File: src/rsco_cfg.svh
`ifndef RSCO_CFG_SVH
`define RSCO_CFG_SVH

// reset-out pulse lengths in cpu clocks
`define RSCO_SOFT_PULSE_CYC   16'h0080
`define RSCO_LONG_PULSE_CYC   16'h8000
`define RSCO_CNT_W            16
// clock mode encodings
`define RSCO_MODE_W           2
`define RSCO_MODE_RST_VAL     2'h0
`define RSCO_MODE_CRYSTAL_DRIVE_OUTPUT_OSC    2'h1
// debug pin function select codes
`define RSCO_DBG_FN_GPIO      1'b0
`define RSCO_DBG_FN_TEST      1'b1

`endif

File: src/rsco_pkg.sv
`include "rsco_cfg.svh"

package rsco_pkg;

  typedef enum logic [1:0] {
    RSCO_IDLE,
    RSCO_PULSE
  } rsco_state_type;

  typedef struct packed {
    rsco_state_type               state;
    logic [`RSCO_CNT_W-1:0]       cnt;
    logic [2:0]                   rst_sync;
    logic                         soft_prev;
    logic [`RSCO_MODE_W-1:0]      mode;
    logic                         clk_half;
    logic [2:0]                   test_sync;
    logic                         test_mode;
  } rsco_regs_type;

endpackage : rsco_pkg

File: src/rsco_reset_clock_out.sv
// Summary of operation
// - a low primary reset input resets all logic at once through the asynchronous reset path.
// - a rising soft reset request bit with no watchdog timeout in the same cycle drives the reset output low for exactly 128 cpu clocks.
// - a watchdog timeout drives the reset output low for 32K cpu clocks.
// - a low primary reset input also drives the reset output low for 32K cpu clocks.
// - the clock mode select inputs are sampled while reset is active and choose external clock or crystal.
// - the half rate clock output toggles every system clock, giving half the system frequency.
// - while test enable is high the debug pins take the test port function and gpio loses control.
`include "rsco_cfg.svh"

module rsco_reset_clock_out
  import rsco_pkg::*;
(
  // clock and primary reset
  input  wire logic                    ref_clk_i,
  input  wire logic                    arst_n_i,
  // reset causes
  input  wire logic                    soft_reset_request_bit_i,
  input  wire logic                    watchdog_timeout_i,
  // clock mode straps
  input  wire logic [`RSCO_MODE_W-1:0] clock_mode_select_i,
  // test port enable pin
  input  wire logic                    test_port_enable_i,
  // reset out and core reset
  output logic                         reset_out_n_o,
  output logic                         core_reset_n_o,
  // clock selection
  output logic [`RSCO_MODE_W-1:0]      clock_mode_o,
  output logic                         use_crystal_osc_o,
  output logic                         crystal_drive_enable_o,
  // clock output
  output logic                         half_rate_clock_output_o,
  // debug pin function
  output logic                         debug_pin_function_o,
  output logic                         gpio_debug_ctrl_en_o
);

  rsco_regs_type          r_q;
  rsco_regs_type          r_d;

  logic                   rst_sync_done;
  logic                   test_stable;
  logic                   soft_rise;
  logic                   any_cause;
  logic                   strap_window;
  logic                   pulse_last;
  logic [`RSCO_CNT_W-1:0] cause_len;

  // shift one pin sample into a three stage synchroniser
  function automatic logic [2:0] rsco_sync_shift(
    input logic [2:0] sync,
    input logic       din
  );
    rsco_sync_shift = {sync[1:0], din};
  endfunction : rsco_sync_shift

  // a pin change counts once the second and third stage agree
  function automatic logic rsco_sync_agree(
    input logic [2:0] sync
  );
    rsco_sync_agree = (sync[1] == sync[2]);
  endfunction : rsco_sync_agree

  // crystal oscillator only for its own mode code, external clock otherwise
  function automatic logic rsco_is_crystal(
    input logic [`RSCO_MODE_W-1:0] mode
  );
    rsco_is_crystal = (mode == `RSCO_MODE_CRYSTAL_DRIVE_OUTPUT_OSC);
  endfunction : rsco_is_crystal

  // last low cycle of a pulse
  function automatic logic rsco_is_last(
    input logic [`RSCO_CNT_W-1:0] cnt
  );
    rsco_is_last = (cnt == `RSCO_CNT_W'(1));
  endfunction : rsco_is_last

  // pulse length per cause; the long one wins when both arrive together
  function automatic logic [`RSCO_CNT_W-1:0] rsco_pulse_len(
    input logic long_cause
  );
    if (long_cause) begin
      rsco_pulse_len = `RSCO_LONG_PULSE_CYC;
    end else begin
      rsco_pulse_len = `RSCO_SOFT_PULSE_CYC;
    end
  endfunction : rsco_pulse_len

  // reset input release is synchronised; second and third stage must both be high
  assign rst_sync_done = r_q.rst_sync[1] & r_q.rst_sync[2];
  assign test_stable   = rsco_sync_agree(r_q.test_sync);

  // soft request is a level from software, only its rising edge is a cause
  assign soft_rise     = soft_reset_request_bit_i & ~r_q.soft_prev;
  assign any_cause     = watchdog_timeout_i | soft_rise;
  assign cause_len     = rsco_pulse_len(watchdog_timeout_i);

  // straps are watched while the core or the reset out pin is in reset
  assign strap_window  = ~rst_sync_done | (r_q.state == RSCO_PULSE);
  assign pulse_last    = rsco_is_last(r_q.cnt);

  always_comb begin
    r_d = r_q;

    // synchroniser stages
    r_d.rst_sync  = rsco_sync_shift(r_q.rst_sync, 1'b1);
    r_d.test_sync = rsco_sync_shift(r_q.test_sync, test_port_enable_i);
    r_d.soft_prev = soft_reset_request_bit_i;

    r_d.clk_half = ~r_q.clk_half;

    if (strap_window) begin
      r_d.mode = clock_mode_select_i;
    end

    if (test_stable) begin
      r_d.test_mode = r_q.test_sync[2];
    end

    unique case (r_q.state)
      RSCO_IDLE: begin
        r_d.cnt = r_q.cnt;
      end
      RSCO_PULSE: begin
        if (pulse_last) begin
          r_d.state = RSCO_IDLE;
        end
        r_d.cnt = r_q.cnt - `RSCO_CNT_W'(1);
      end
      default: begin
        // an illegal code is treated as a lost reset, safest is a long pulse
        r_d.state = RSCO_PULSE;
        r_d.cnt   = `RSCO_LONG_PULSE_CYC;
      end
    endcase

    if (any_cause) begin
      r_d.state = RSCO_PULSE;
      r_d.cnt   = cause_len;
    end
  end

  // reset state is the long pulse already running
  always_ff @(posedge ref_clk_i or negedge arst_n_i) begin
    if (!arst_n_i) begin
      r_q.state     <= RSCO_PULSE;
      r_q.cnt       <= `RSCO_LONG_PULSE_CYC;
      r_q.rst_sync  <= 3'h0;
      r_q.soft_prev <= 1'b0;
      r_q.mode      <= `RSCO_MODE_RST_VAL;
      r_q.clk_half  <= 1'b0;
      r_q.test_sync <= 3'h0;
      r_q.test_mode <= 1'b0;
    end else begin
      r_q <= r_d;
    end
  end

  // core stays in reset until the async reset release is synchronised
  assign core_reset_n_o           = rst_sync_done;
  assign reset_out_n_o            = (r_q.state == RSCO_IDLE);
  assign clock_mode_o             = r_q.mode;
  assign use_crystal_osc_o        = rsco_is_crystal(r_q.mode);
  // the crystal driver only runs when the internal oscillator is used
  assign crystal_drive_enable_o   = rsco_is_crystal(r_q.mode);
  assign half_rate_clock_output_o = r_q.clk_half;
  assign debug_pin_function_o     = r_q.test_mode ? `RSCO_DBG_FN_TEST : `RSCO_DBG_FN_GPIO;
  assign gpio_debug_ctrl_en_o     = ~r_q.test_mode;

endmodule : rsco_reset_clock_out
File: config.mk
export PLATFORM = sky130hd
export DESIGN_NAME = rsco_reset_clock_out
export DESIGN_NICKNAME = d
export VERILOG_FILES = /design/src/rsco_pkg.sv /design/src/rsco_reset_clock_out.sv
export VERILOG_INCLUDE_DIRS = /design/src /design/src/src
export SDC_FILE = /design/constraint.sdc
export NUM_CORES = 1
export LEC_CHECK = 0
export BUFFER_PORTS_ARGS = -buffer_cell sky130_fd_sc_hd__buf_2
export CELL_PAD_IN_SITES_DETAIL_PLACEMENT = 1
export CELL_PAD_IN_SITES_GLOBAL_PLACEMENT = 1
export CORE_MARGIN = 10
export CORE_UTILIZATION = 30
export CTS_BUF_LIST = sky130_fd_sc_hd__clkbuf_4
export CTS_CLUSTER_DIAMETER = 80
export DETAILED_ROUTE_END_ITERATION = 12
export GPL_TIMING_DRIVEN = 0
export PLACE_DENSITY_LB_ADDON = 0.3
export SLEW_MARGIN = 25
export SYNTH_ARGS = -nofsm -noshare
export SYNTH_HDL_FRONTEND = slang
export SYNTH_SLANG_ARGS = --single-unit
File: constraint.sdc
create_clock -name ref_clk_i -period 2.4 [get_ports ref_clk_i]
set_input_delay 0.24 -clock ref_clk_i [delete_from_list [all_inputs] [get_ports ref_clk_i]]
set_output_delay 0.24 -clock ref_clk_i [all_outputs]
set_load 0.01 [all_outputs]
==> PnR_summary.wiki, run 1 <==
{| class="wikitable"
! Metric !! Value
|-
| Arrival time of the worst setup path || approximately 2.6 ns
|-
| Maximum number of buffers from clock root to sink || 2
|-
| Detailed-route wire length per cell || roughly 14 µm
|-
| Required time at the endpoint of the critical path || 2.66 ns
|-
| Gate count of the mapped netlist || roughly 110
|-
| Met1 wire length || between 1000 and 1500 µm
|-
| Startpoint type of the worst setup path || flip-flop
|-
| Total setup violations reported at the end of the flow || 0
|-
| Width of the chip || 84.1 µm
|-
| Wire length of the first global-routing pass || 4450 µm
|-
| GRT Util Overall || 7.42%
|-
| Area of the die || 7070 µm²
|-
| CTS HTree Levels || 1
|-
| Transition time of the tightest slew-check pin || 0.614 ns
|-
| Largest net degree at the start of global routing || 29
|-
| Worst hold-check path type || in2reg
|-
| Number of antenna violations at the first check in global routing || 0
|-
| Drt via density || 4.79
|-
| Final core utilization || roughly 37%
|-
| Area used by multi-input combinational logic || around 460 µm²
|-
| Root Buffer || sky130_fd_sc_hd__clkbuf_4
|-
| Overflow left after global routing || 0
|-
| Antenna-violating nets left || 0
|-
| Routed length on met3 || 51 µm
|-
| Compound-cell area share of the yosys netlist || between 7 and 8%
|-
| Port Buf Inserts || 15
|-
| Final Max Tran Viols || 0
|-
| Mapped cell area || 1230 µm²
|-
| Num ports || 16
|-
| Fin Setup TNS || 0 ns
|-
| Worst-case clock skew || 0.00638 ns
|-
| Highest metal used || met4
|-
| Initial standard-cell utilization of the core || between 30% and 40%
|-
| Most common library cell in the layout ignoring fill and taps || sky130_fd_sc_hd__dfrtp_1
|-
| Via count of the first global-routing pass || 955
|-
| Main combinational cell family by area after synthesis || simple AND/OR/NAND/NOR gates
|-
| Total half-perimeter wirelength after legalization and detailed placement || 1850 µm
|-
| Reg area || 703 µm²
|-
| Tmin final || 2.33 ns
|-
| Area of the core || 4000 µm²
|-
| Highest clock rate || about 0.43 GHz
|-
| Worst hold slack || slightly below 0.07 ns
|-
| Antenna fix cells || 0
|-
| Pre-antenna DRT Iters || 3
|-
| Slew HR || 59.1%
|-
| Result of the run || finished clean
|-
| Number of synthesized register bits || 28
|-
| Clock transition at path regs || 0.15 ns
|-
| Highest fanout seen on the critical path || 8
|-
| Adder and majority gate portion of the synthesized area || 2.85%
|-
| Count of max-cap constraint violations || 0
|-
| Leakage || 0.684 nW
|-
| Clock latency on the worst-skew pair || 0.33 ns
|-
| Amount of wire on met2 after detailed routing || 1340 µm
|-
| Share of cell area taken by muxes after synthesis || under 10%
|-
| DRC viols || 0
|-
| Area growth from synthesis to layout || 19.4%
|-
| Netlist cell types || 33
|-
| Simple-Gate Fraction of Synth Area || between 15 and 20%
|-
| Cells traversed along the worst timing path || or4_4 -> buf_6 -> or3_1 -> clkbuf_2 -> or4_1 -> a21oi_1
|-
| Num CTS Buffers || 3
|-
| Post-synth net total || 120
|-
| Vertical extent of the die || 84.1 µm
|-
| CTS tree || done
|-
| Setup repair after global routing missed its margin || no
|-
| Number of core rows || 23
|-
| Share of the clock period used by the worst path || a little over nine tenths
|-
| Count of routing violations after the opening detailed-route iteration || 48
|-
| Buffering stage count on the worst path with inverters included || 2
|-
| Number of clock sinks seen by CTS || 28
|-
| XOR/XNOR share of the synthesized area || 5.69%
|-
| Largest stage delay on the critical path || 0.53 ns
|-
| Final-report hold violation count || 0
|-
| Maximum VDD drop || 0.348 mV
|-
| Via Count || 887
|-
| Share of cells above drive strength 1 || between 20% and 30%
|-
| Category of the most critical setup path || reg2reg
|-
| Synth Warn # || 0
|-
| Total wire length || 2580 µm
|-
| RD Place Congestion || 0.746
|-
| Top library cells by usage in the layout, fill and taps aside || sky130_fd_sc_hd__dfrtp_1 (26), sky130_fd_sc_hd__buf_2 (15), sky130_fd_sc_hd__nor2_1 (9), sky130_fd_sc_hd__a21oi_1 (8), sky130_fd_sc_hd__xnor2_1 (7)
|-
| Design Power || 1.24 mW
|-
| Sequential cell area fraction in the yosys report || 57.1%
|-
| Mean instance size in the synthesized netlist || approximately 11 µm²
|-
| CP max stage cell || sky130_fd_sc_hd__or4_4
|-
| Fin nets || between 100 and 150
|-
| Family with the most delay on the worst path || simple AND/OR/NAND/NOR gates
|-
| FILL cells || 468
|-
| Power per cell area || 845 nW/µm²
|-
| Worst setup EP type || flip-flop
|}
## routing by layer
layer,track usage [%],up-vias
met4,3.35,0
met5,0,-
met1,8.65,455
li1,-,425
met3,1.37,2
met2,12.7,5
## power by group
part | total [mW] | internal, mW | switching [mW]
Sequential | 0.588 | 0.532 | 0.0562
Combinational | 0.344 | 0.171 | 0.173
Clock | 0.311 | 0.169 | 0.142
Total | 1.24 | 0.871 | 0.371
## layout make-up
type	count	area share (%)
Clock buffer	3	1.53
Tap cell	50	4.26
Sequential cell	28	47.8
Timing Repair Buffer	21	8.68
Inverter	5	1.28
Multi-Input combinational cell	70	31.2
Clock inverter	1	2.04
Buffer	7	3.15
## cells by family after synthesis
logic type,after synthesis
other,1
AND/OR/NAND/NOR,40
buffers and inverters,13
XOR/XNOR,8
multiplexers,2
adder cells (fa/ha/maj),3
AO/OA/AOI/OAI,16
flip-flops,28
## state kept, by name, indices dropped and copies added (netlist names)
name / flops
r_q: 21
clock_mode_o: 2
r_d: 4
half_rate_clock_output_o: 1
## path summary, 6_finish.rpt
kind                                         start  depth (start not counted)  slack, ns         endpoint
worst max-delay path                       r_q[14]                          6       0.07          r_q[25]
worst min-delay path            watchdog_timeout_i                          2       0.07          r_q[18]
worst max register to register             r_q[14]                          6       0.07          r_q[25]
worst min register to register              r_d[9]                          0       0.37          r_d[10]
max in group asynchronous                 arst_n_i                          2       1.57  clock_mode_o[0]
min in group asynchronous                 arst_n_i                          2       0.43          r_q[23]
## timing repair
item                                    in CTS  in global routing
buffers inserted                             0                  3
resized for setup                            0                  0
hold endpoints to repair                    27                  1
endpoints found under the setup margin       1                  2
hold buffers                                 2                  1
cloned                                       0                  0
## worst reg2reg max path, cell delays in order (launching register included)
cell and delay (ns):
sky130_fd_sc_hd__dfrtp_1 0.44, sky130_fd_sc_hd__or4_4 0.53, sky130_fd_sc_hd__buf_6 0.15, sky130_fd_sc_hd__or3_1 0.33, sky130_fd_sc_hd__clkbuf_2 0.17, sky130_fd_sc_hd__or4_1 0.49
sky130_fd_sc_hd__a21oi_1 0.17
## through the flow
step,worst slack [ns],std cells,instance area (µm²)
floorplan,0.187,111,1230
CTS,0.0488,181,1440
detailed placement,-0.0333,176,1370
global placement,0.0337,176,1370
global route,0.00701,185,1470
finish,0.0700,185,1470
## Yosys cell counts, drive strengths merged
library cell	instances	area, µm²
dfstp	2	52.6
xor2	1	8.76
o21ai	4	20.0
or4	5	41.3
nand2	4	15.0
conb	1	3.75
dfrtp	26	651
nand2b	2	12.5
and4b	1	10.0
o31ai	2	15.0
inv	5	18.8
clkbuf	4	16.3
and2	1	6.26
buf	4	33.8
a21oi	8	40.0
ha	2	25.0
nor2b	1	6.26
nor4b	1	8.76
nor3	2	10.0
maj3	1	10.0
or3	8	53.8
a21o	1	7.51
or3b	1	8.76
nor4	4	25.0
mux2	2	22.5
a211oi	1	7.51
nor2	9	33.8
or2	1	6.26
xnor2	7	61.3
No activity file was read; power rests on OpenSTA's default activity.
==> run 2, diff against run 1 <==
--- a/config.mk
+++ b/config.mk
@@ -7,7 +7,8 @@
 export NUM_CORES = 1
 export LEC_CHECK = 0
 export BUFFER_PORTS_ARGS = -buffer_cell sky130_fd_sc_hd__buf_2
-export CELL_PAD_IN_SITES_DETAIL_PLACEMENT = 1
+export CAP_MARGIN = 20
+export CELL_PAD_IN_SITES_DETAIL_PLACEMENT = 0
 export CELL_PAD_IN_SITES_GLOBAL_PLACEMENT = 1
 export CORE_MARGIN = 10
 export CORE_UTILIZATION = 30
==> run 2 against run 1 <==
Count of clock-buffer cells in the layout unchanged; cell count is 1.6% lower; sequential power about the same; highest routed layer unchanged; combinational power shrank 5%; sequential cell count did not move; die area did not move; sequential share of layout area increased by 0.74 points.
==> PnR_summary.wiki, run 2 (same netlist as run 1, synthesis figures left out) <==
{| class="wikitable"
! Metric !! Value
|-
| Most common library cell in the layout ignoring fill and taps || sky130_fd_sc_hd__dfrtp_1
|-
| Via count of the first global-routing pass || around 900
|-
| Clock transition at path regs || roughly 0.15 ns
|-
| Pre-antenna DRT Iters || 4
|-
| Count of routing violations after the opening detailed-route iteration || 45
|-
| Buffers inserted during post-CTS setup optimization || 0
|-
| Slew HR || 59.5%
|-
| RD Place Congestion || between 0.7 and 0.8
|-
| Flip-flop count of the largest register after layout || 21
|-
| Overflow left after global routing || 0
|-
| Launch point of the worst hold path || watchdog_timeout_i
|-
| Final-report hold violation count || 0
|-
| Cts repair resizes || 0
|-
| Share of the clock period used by the worst path || a little under 100%
|-
| Setup repair after global routing missed its margin || no
|-
| Leakage || approximately 0.67 nW
|-
| Num CTS Buffers || 3
|-
| Largest net degree at the start of global routing || 29
|-
| Design Power || 1.22 mW
|-
| Highest fanout seen on the critical path || 8
|-
| Tmin final || 2.33 ns
|-
| Final Max Tran Viols || 0
|-
| Result of the run || finished clean
|-
| Maximum number of buffers from clock root to sink || 2
|-
| Area growth from synthesis to layout || 17.6%
|-
| Total setup violations reported at the end of the flow || 0
|-
| Number of antenna violations at the first check in global routing || 0
|-
| Hold worst-path end || r_q[18]
|-
| Worst setup EP type || flip-flop
|-
| Area of the core || 4000 µm²
|-
| Drt via density || 4.65
|-
| Category of the most critical setup path || reg2reg
|-
| Register-to-register setup slack || 0.07 ns
|-
| Hold Path Depth || 2
|-
| GRT Util Overall || under 10%
|-
| Port Buf Inserts || 15
|-
| Antenna fix cells || 0
|-
| Depth of the worst register-to-register path || 6
|-
| Total wire length || 2190 µm
|-
| CTS tree || done
|-
| Share of cells above drive strength 1 || 25.8%
|-
| Maximum VDD drop || 0.383 mV
|-
| Num ports || 16
|-
| Register with the most flip-flops || r_q
|-
| Launch instance of the worst register-to-register path || r_q[14]
|-
| Vertical extent of the die || about 84 µm
|-
| Worst hold slack || between 0.06 and 0.07 ns
|-
| Detailed-route wire length per cell || roughly 12 µm
|-
| Transition time of the tightest slew-check pin || 0.608 ns
|-
| Number of core rows || 23
|-
| Top library cells by usage in the layout, fill and taps aside || sky130_fd_sc_hd__dfrtp_1 (26), sky130_fd_sc_hd__buf_2 (15), sky130_fd_sc_hd__nor2_1 (9), sky130_fd_sc_hd__a21oi_1 (8), sky130_fd_sc_hd__xnor2_1 (7)
|-
| DRC viols || 0
|-
| Width of the chip || roughly 84 µm
|-
| Initial standard-cell utilization of the core || 30.8%
|-
| Count of max-cap constraint violations || 0
|-
| Clock latency on the worst-skew pair || roughly 0.32 ns
|-
| Fin worst setup slack || ~0.067 ns
|-
| Area of the die || approximately 7000 µm²
|-
| Startpoint type of the worst setup path || flip-flop
|-
| Worst-case clock skew || 0.00589 ns
|-
| Arrival time of the worst setup path || 2.59 ns
|-
| Fin nets || 142
|-
| R2R Path End || r_q[25]
|-
| Highest clock rate || 0.429 GHz
|-
| Number of clock sinks seen by CTS || 28
|-
| Worst slack at placement || -0.0130 ns
|-
| Power per cell area || 840 nW/µm²
|-
| CTS HTree Levels || 1
|-
| Total half-perimeter wirelength after legalization and detailed placement || 1600 µm
|-
| Required time at the endpoint of the critical path || about 2.7 ns
|-
| Via Count || 847
|-
| Wire length of the first global-routing pass || 3890 µm
|-
| Antenna-violating nets left || 0
|-
| Root Buffer || sky130_fd_sc_hd__clkbuf_4
|-
| Worst hold-check path type || in2reg
|}
==> run 2: changes by cell type in the layout (fill, tap and decap cells not counted) <==
cell and change:
sky130_fd_sc_hd__buf_4 -3
==> run 2: cell type report <==
class / instances / area (µm²)
Sequential cell: 28 / 703
Fill cell: 390 / 2550
Tap cell: 50 / 62.6
Buffer: 7 / 46.3
Clock inverter: 1 / 30.0
Clock buffer: 3 / 22.5
Multi-Input combinational cell: 70 / 459
Inverter: 5 / 18.8
Timing Repair Buffer: 18 / 105
==> run 2: worst max-delay path by stage <==
stage                  from  endpoint  slack [ns]  cells past startpoint
floorplan           r_q[27]   r_q[24]        0.19                      6
global placement    r_q[27]   r_q[24]        0.03                      6
detailed placement  r_q[27]   r_q[24]       -0.01                      6
CTS                 r_q[14]   r_q[25]        0.07                      6
global route        r_q[14]   r_q[25]        0.02                      6
finish              r_q[14]   r_q[25]        0.07                      6
==> run 2: what timing repair did <==
action,4_1_cts,5_1_grt
endpoints found under the setup margin,1,0
hold endpoints to repair,27,1
hold buffers,2,1
==> run 2: where the power goes <==
part           switching, mW  internal (mW)  total (mW)
clock network          0.136          0.169       0.305
registers             0.0530          0.532       0.585
logic                  0.164          0.161       0.326
total                  0.353          0.862        1.22
==> run 2: routing by layer <==
| layer | wire, µm | vias up | track usage, % |
|---|---|---|---|
| li1 | - | 427 | - |
| met1 | 1040 | 411 | 7.44 |
| met2 | 1090 | 7 | 11.0 |
| met3 | 42 | 2 | 1.27 |
| met4 | 19 | 0 | 3.50 |
| met5 | 0 | - | 0 |
==> run 2: worst max-delay path, stage by stage, from the launching register on <==
cell and delay [ns]:
sky130_fd_sc_hd__dfrtp_1 0.44, sky130_fd_sc_hd__or4_4 0.52, sky130_fd_sc_hd__buf_6 0.15, sky130_fd_sc_hd__or3_1 0.33
sky130_fd_sc_hd__clkbuf_2 0.16, sky130_fd_sc_hd__or4_1 0.49, sky130_fd_sc_hd__a21oi_1 0.17
==> run 2: per-stage QoR <==
step / cell area (µm²) / setup TNS [ns] / util, % / std cells
4_1_cts: 1440 / 0 / 35.9 / 181
3_5_place_dp: 1370 / -0.0130 / 34.2 / 176
5_1_grt: 1450 / 0 / 36.2 / 182
6_report: 1450 / 0 / 36.2 / 182
3_3_place_gp: 1370 / 0 / 34.2 / 176
2_1_floorplan: 1230 / 0 / - / 111
==> run 3, diff against run 2 <==
==> constraint.sdc (replaced) <==
create_clock -name ref_clk_i -period 2.5 [get_ports ref_clk_i]
set_input_delay 0.25 -clock ref_clk_i [delete_from_list [all_inputs] [get_ports ref_clk_i]]
set_output_delay 0.25 -clock ref_clk_i [all_outputs]
set_load 0.01 [all_outputs]
==> run 3 against run 2 <==
Die area did not move; sequential power shrank 4.1%; global-route usage did not move; final area decreased by 0.69%; power fell by 4.0%; routed wire length is 0.73% lower; first-iteration DRC count down 6.7%; critical path depth unchanged; clock power fell by 4%; clock skew down 0.0012 ns; utilization down 0.25 points; hold slack worse by 0.032 ns.
==> PnR_summary.wiki, run 3 (same netlist as run 1, synthesis figures left out) <==
{| class="wikitable"
! Metric !! Value
|-
| Result of the run || finished clean
|-
| Area of the core || 4000 µm²
|-
| Cells traversed along the worst timing path || or4_4 -> buf_6 -> or3_1 -> clkbuf_2 -> or4_1 -> a21oi_1
|-
| Antenna-violating nets left || 0
|-
| Arrival time of the worst setup path || around 2.6 ns
|-
| Total wire length || 2180 µm
|-
| Final Max Tran Viols || 0
|-
| Drt via density || 4.67
|-
| Highest fanout seen on the critical path || 8
|-
| Via Count || 846
|-
| Family with the most delay on the worst path || simple AND/OR/NAND/NOR gates
|-
| Dpl cell area || ~1400 µm²
|-
| Buffering stage count on the worst path with inverters included || 2
|-
| GRT Util Overall || 6.50%
|-
| Count of max-cap constraint violations || 0
|-
| Required time at the endpoint of the critical path || 2.76 ns
|-
| Vertical extent of the die || 84.1 µm
|-
| Register-to-register setup slack || 0.17 ns
|-
| Wire length of the first global-routing pass || 3890 µm
|-
| Maximum VDD drop || around 0.37 mV
|-
| Category of the most critical setup path || reg2reg
|-
| R2R Path End || r_q[25]
|-
| Pre-antenna DRT Iters || 4
|-
| Antenna fix cells || 0
|-
| Number of clock sinks seen by CTS || 28
|-
| CTS tree || done
|-
| Transition time of the tightest slew-check pin || ~0.60 ns
|-
| Summed area of non-filler cells in the final layout || 1440 µm²
|-
| Power per cell area || 811 nW/µm²
|-
| Clock transition at path regs || 0.15 ns
|-
| Flip-flop count of the largest register after layout || 21
|-
| Startpoint type of the worst setup path || flip-flop
|-
| Total setup violations reported at the end of the flow || 0
|-
| FILL cells || 391
|-
| Tmin final || around 2.3 ns
|-
| Width of the chip || approximately 84 µm
|-
| Number of antenna violations at the first check in global routing || 0
|-
| Num CTS Buffers || 3
|-
| Detailed-route wire length per cell || 12.0 µm
|-
| Initial standard-cell utilization of the core || 30.8%
|-
| Share of the clock period used by the worst path || slightly above 90%
|-
| Top library cells by usage in the layout, fill and taps aside || sky130_fd_sc_hd__dfrtp_1 (26), sky130_fd_sc_hd__buf_2 (15), sky130_fd_sc_hd__nor2_1 (9), sky130_fd_sc_hd__a21oi_1 (8), sky130_fd_sc_hd__xnor2_1 (7)
|-
| Area growth from synthesis to layout || 16.8%
|-
| Overflow left after global routing || 0
|-
| CTS HTree Levels || 1
|-
| Grt met1 use || 7.44%
|-
| Share of cells above drive strength 1 || around 26%
|-
| Num ports || 16
|-
| Via count of the first global-routing pass || 899
|-
| CP max stage cell || sky130_fd_sc_hd__or4_4
|-
| Area of the die || 7070 µm²
|-
| Number of core rows || 23
|-
| Fraction of met2 tracks used by global routing || between 10% and 20%
|-
| Capture point of the worst path || r_q[25]
|-
| Hold Path Depth || 1
|-
| Highest clock rate || 0.429 GHz
|-
| Largest stage delay on the critical path || 0.52 ns
|-
| Root Buffer || sky130_fd_sc_hd__clkbuf_4
|-
| Routing usage on met3 || 1.27%
|-
| Depth of the worst register-to-register path || 6
|-
| Register with the most flip-flops || r_q
|-
| Maximum number of buffers from clock root to sink || 2
|-
| Fin nets || between 100 and 150
|-
| Port Buf Inserts || 15
|-
| Fin Setup TNS || 0 ns
|-
| DRC viols || 0
|-
| Worst path depth || 6
|-
| Count of routing violations after the opening detailed-route iteration || 42
|-
| Clock latency on the worst-skew pair || around 0.32 ns
|-
| Busiest grt layer || met2
|-
| Area used by multi-input combinational logic || 459 µm²
|-
| Worst setup EP type || flip-flop
|-
| Largest net degree at the start of global routing || 29
|-
| Launch instance of the worst register-to-register path || r_q[14]
|-
| RD Place Congestion || 0.746
|-
| Worst hold-check path type || in2reg
|-
| Setup repair after global routing missed its margin || no
|-
| Worst-case clock skew || 0.00468 ns
|-
| Slew HR || 59.8%
|-
| Buffers inserted during post-CTS setup optimization || 0
|-
| Reg area || 703 µm²
|-
| Leakage || 0.664 nW
|-
| Total half-perimeter wirelength after legalization and detailed placement || roughly 1600 µm
|-
| First element of the critical path || r_q[14]
|-
| Most common library cell in the layout ignoring fill and taps || sky130_fd_sc_hd__dfrtp_1
|-
| Final-report hold violation count || 0
|}
==> run 3: cell types whose count changed in the layout (fill, tap and decap cells not counted) <==
cell                            delta
sky130_fd_sc_hd__dlygate4sd3_1     -1
==> run 3: per-layer routing <==
layer	share of wire, %	up-vias
met5	0	-
met4	0.87	0
met3	1.9	2
met2	50	7
met1	48	413
li1	-	424
==> run 3: worst reg2reg max path, cell delays in order (launching register included) <==
cell                       delay, ns
sky130_fd_sc_hd__dfrtp_1        0.44
sky130_fd_sc_hd__or4_4          0.52
sky130_fd_sc_hd__buf_6          0.15
sky130_fd_sc_hd__or3_1          0.33
sky130_fd_sc_hd__clkbuf_2       0.16
sky130_fd_sc_hd__or4_1          0.49
sky130_fd_sc_hd__a21oi_1        0.17
==> run 3: layout make-up <==
class                   instances  share of cell area, %
clock inverters                 1                   2.09
multi-input cells              70                   31.9
plain buffers                   7                   3.22
well taps                      50                   4.35
flip-flops and latches         28                   48.9
clock buffers                   3                   1.57
inverters                       5                   1.31
repair buffers                 17                   6.61
==> run 3: stage by stage <==
stage / util, % / setup slack (ns) / power (mW) / hold slack, ns / instances
2_1_floorplan: - / 0.287 / 0.803 / -0.0456 / 111
3_3_place_gp: 34.2 / 0.134 / 0.872 / 0.293 / 176
6_report: 35.9 / 0.167 / 1.17 / 0.0342 / 181
5_1_grt: 35.9 / 0.122 / 1.25 / 0.00808 / 181
4_1_cts: 36.0 / 0.0554 / 1.19 / 0.0131 / 182
3_5_place_dp: 34.2 / 0.0870 / 0.884 / 0.299 / 176
==> run 3: how the worst min path moves through the flow <==
stage,start,end
2_1_floorplan,arst_n_i,clock_mode_o[0]
3_3_place_gp,arst_n_i,r_q[22]
3_5_place_dp,arst_n_i,r_q[22]
4_1_cts,soft_reset_request_bit_i,r_q[7]
5_1_grt,soft_reset_request_bit_i,r_q[7]
6_report,soft_reset_request_bit_i,r_q[7]
==> run 3: what timing repair did <==
item                                   4_1_cts  5_1_grt
setup endpoints to repair                    0        1
resized for setup                            0        0
hold buffers                                 2        0
endpoints found under the hold margin       27        0
==> run 3: power breakdown <==
part           total [mW]  leakage [nW]  switching [mW]  internal, mW
registers           0.561         0.348          0.0509         0.511
logic               0.311         0.288           0.157         0.154
clock network       0.294        0.0279           0.131         0.162
total                1.17         0.664           0.340         0.827
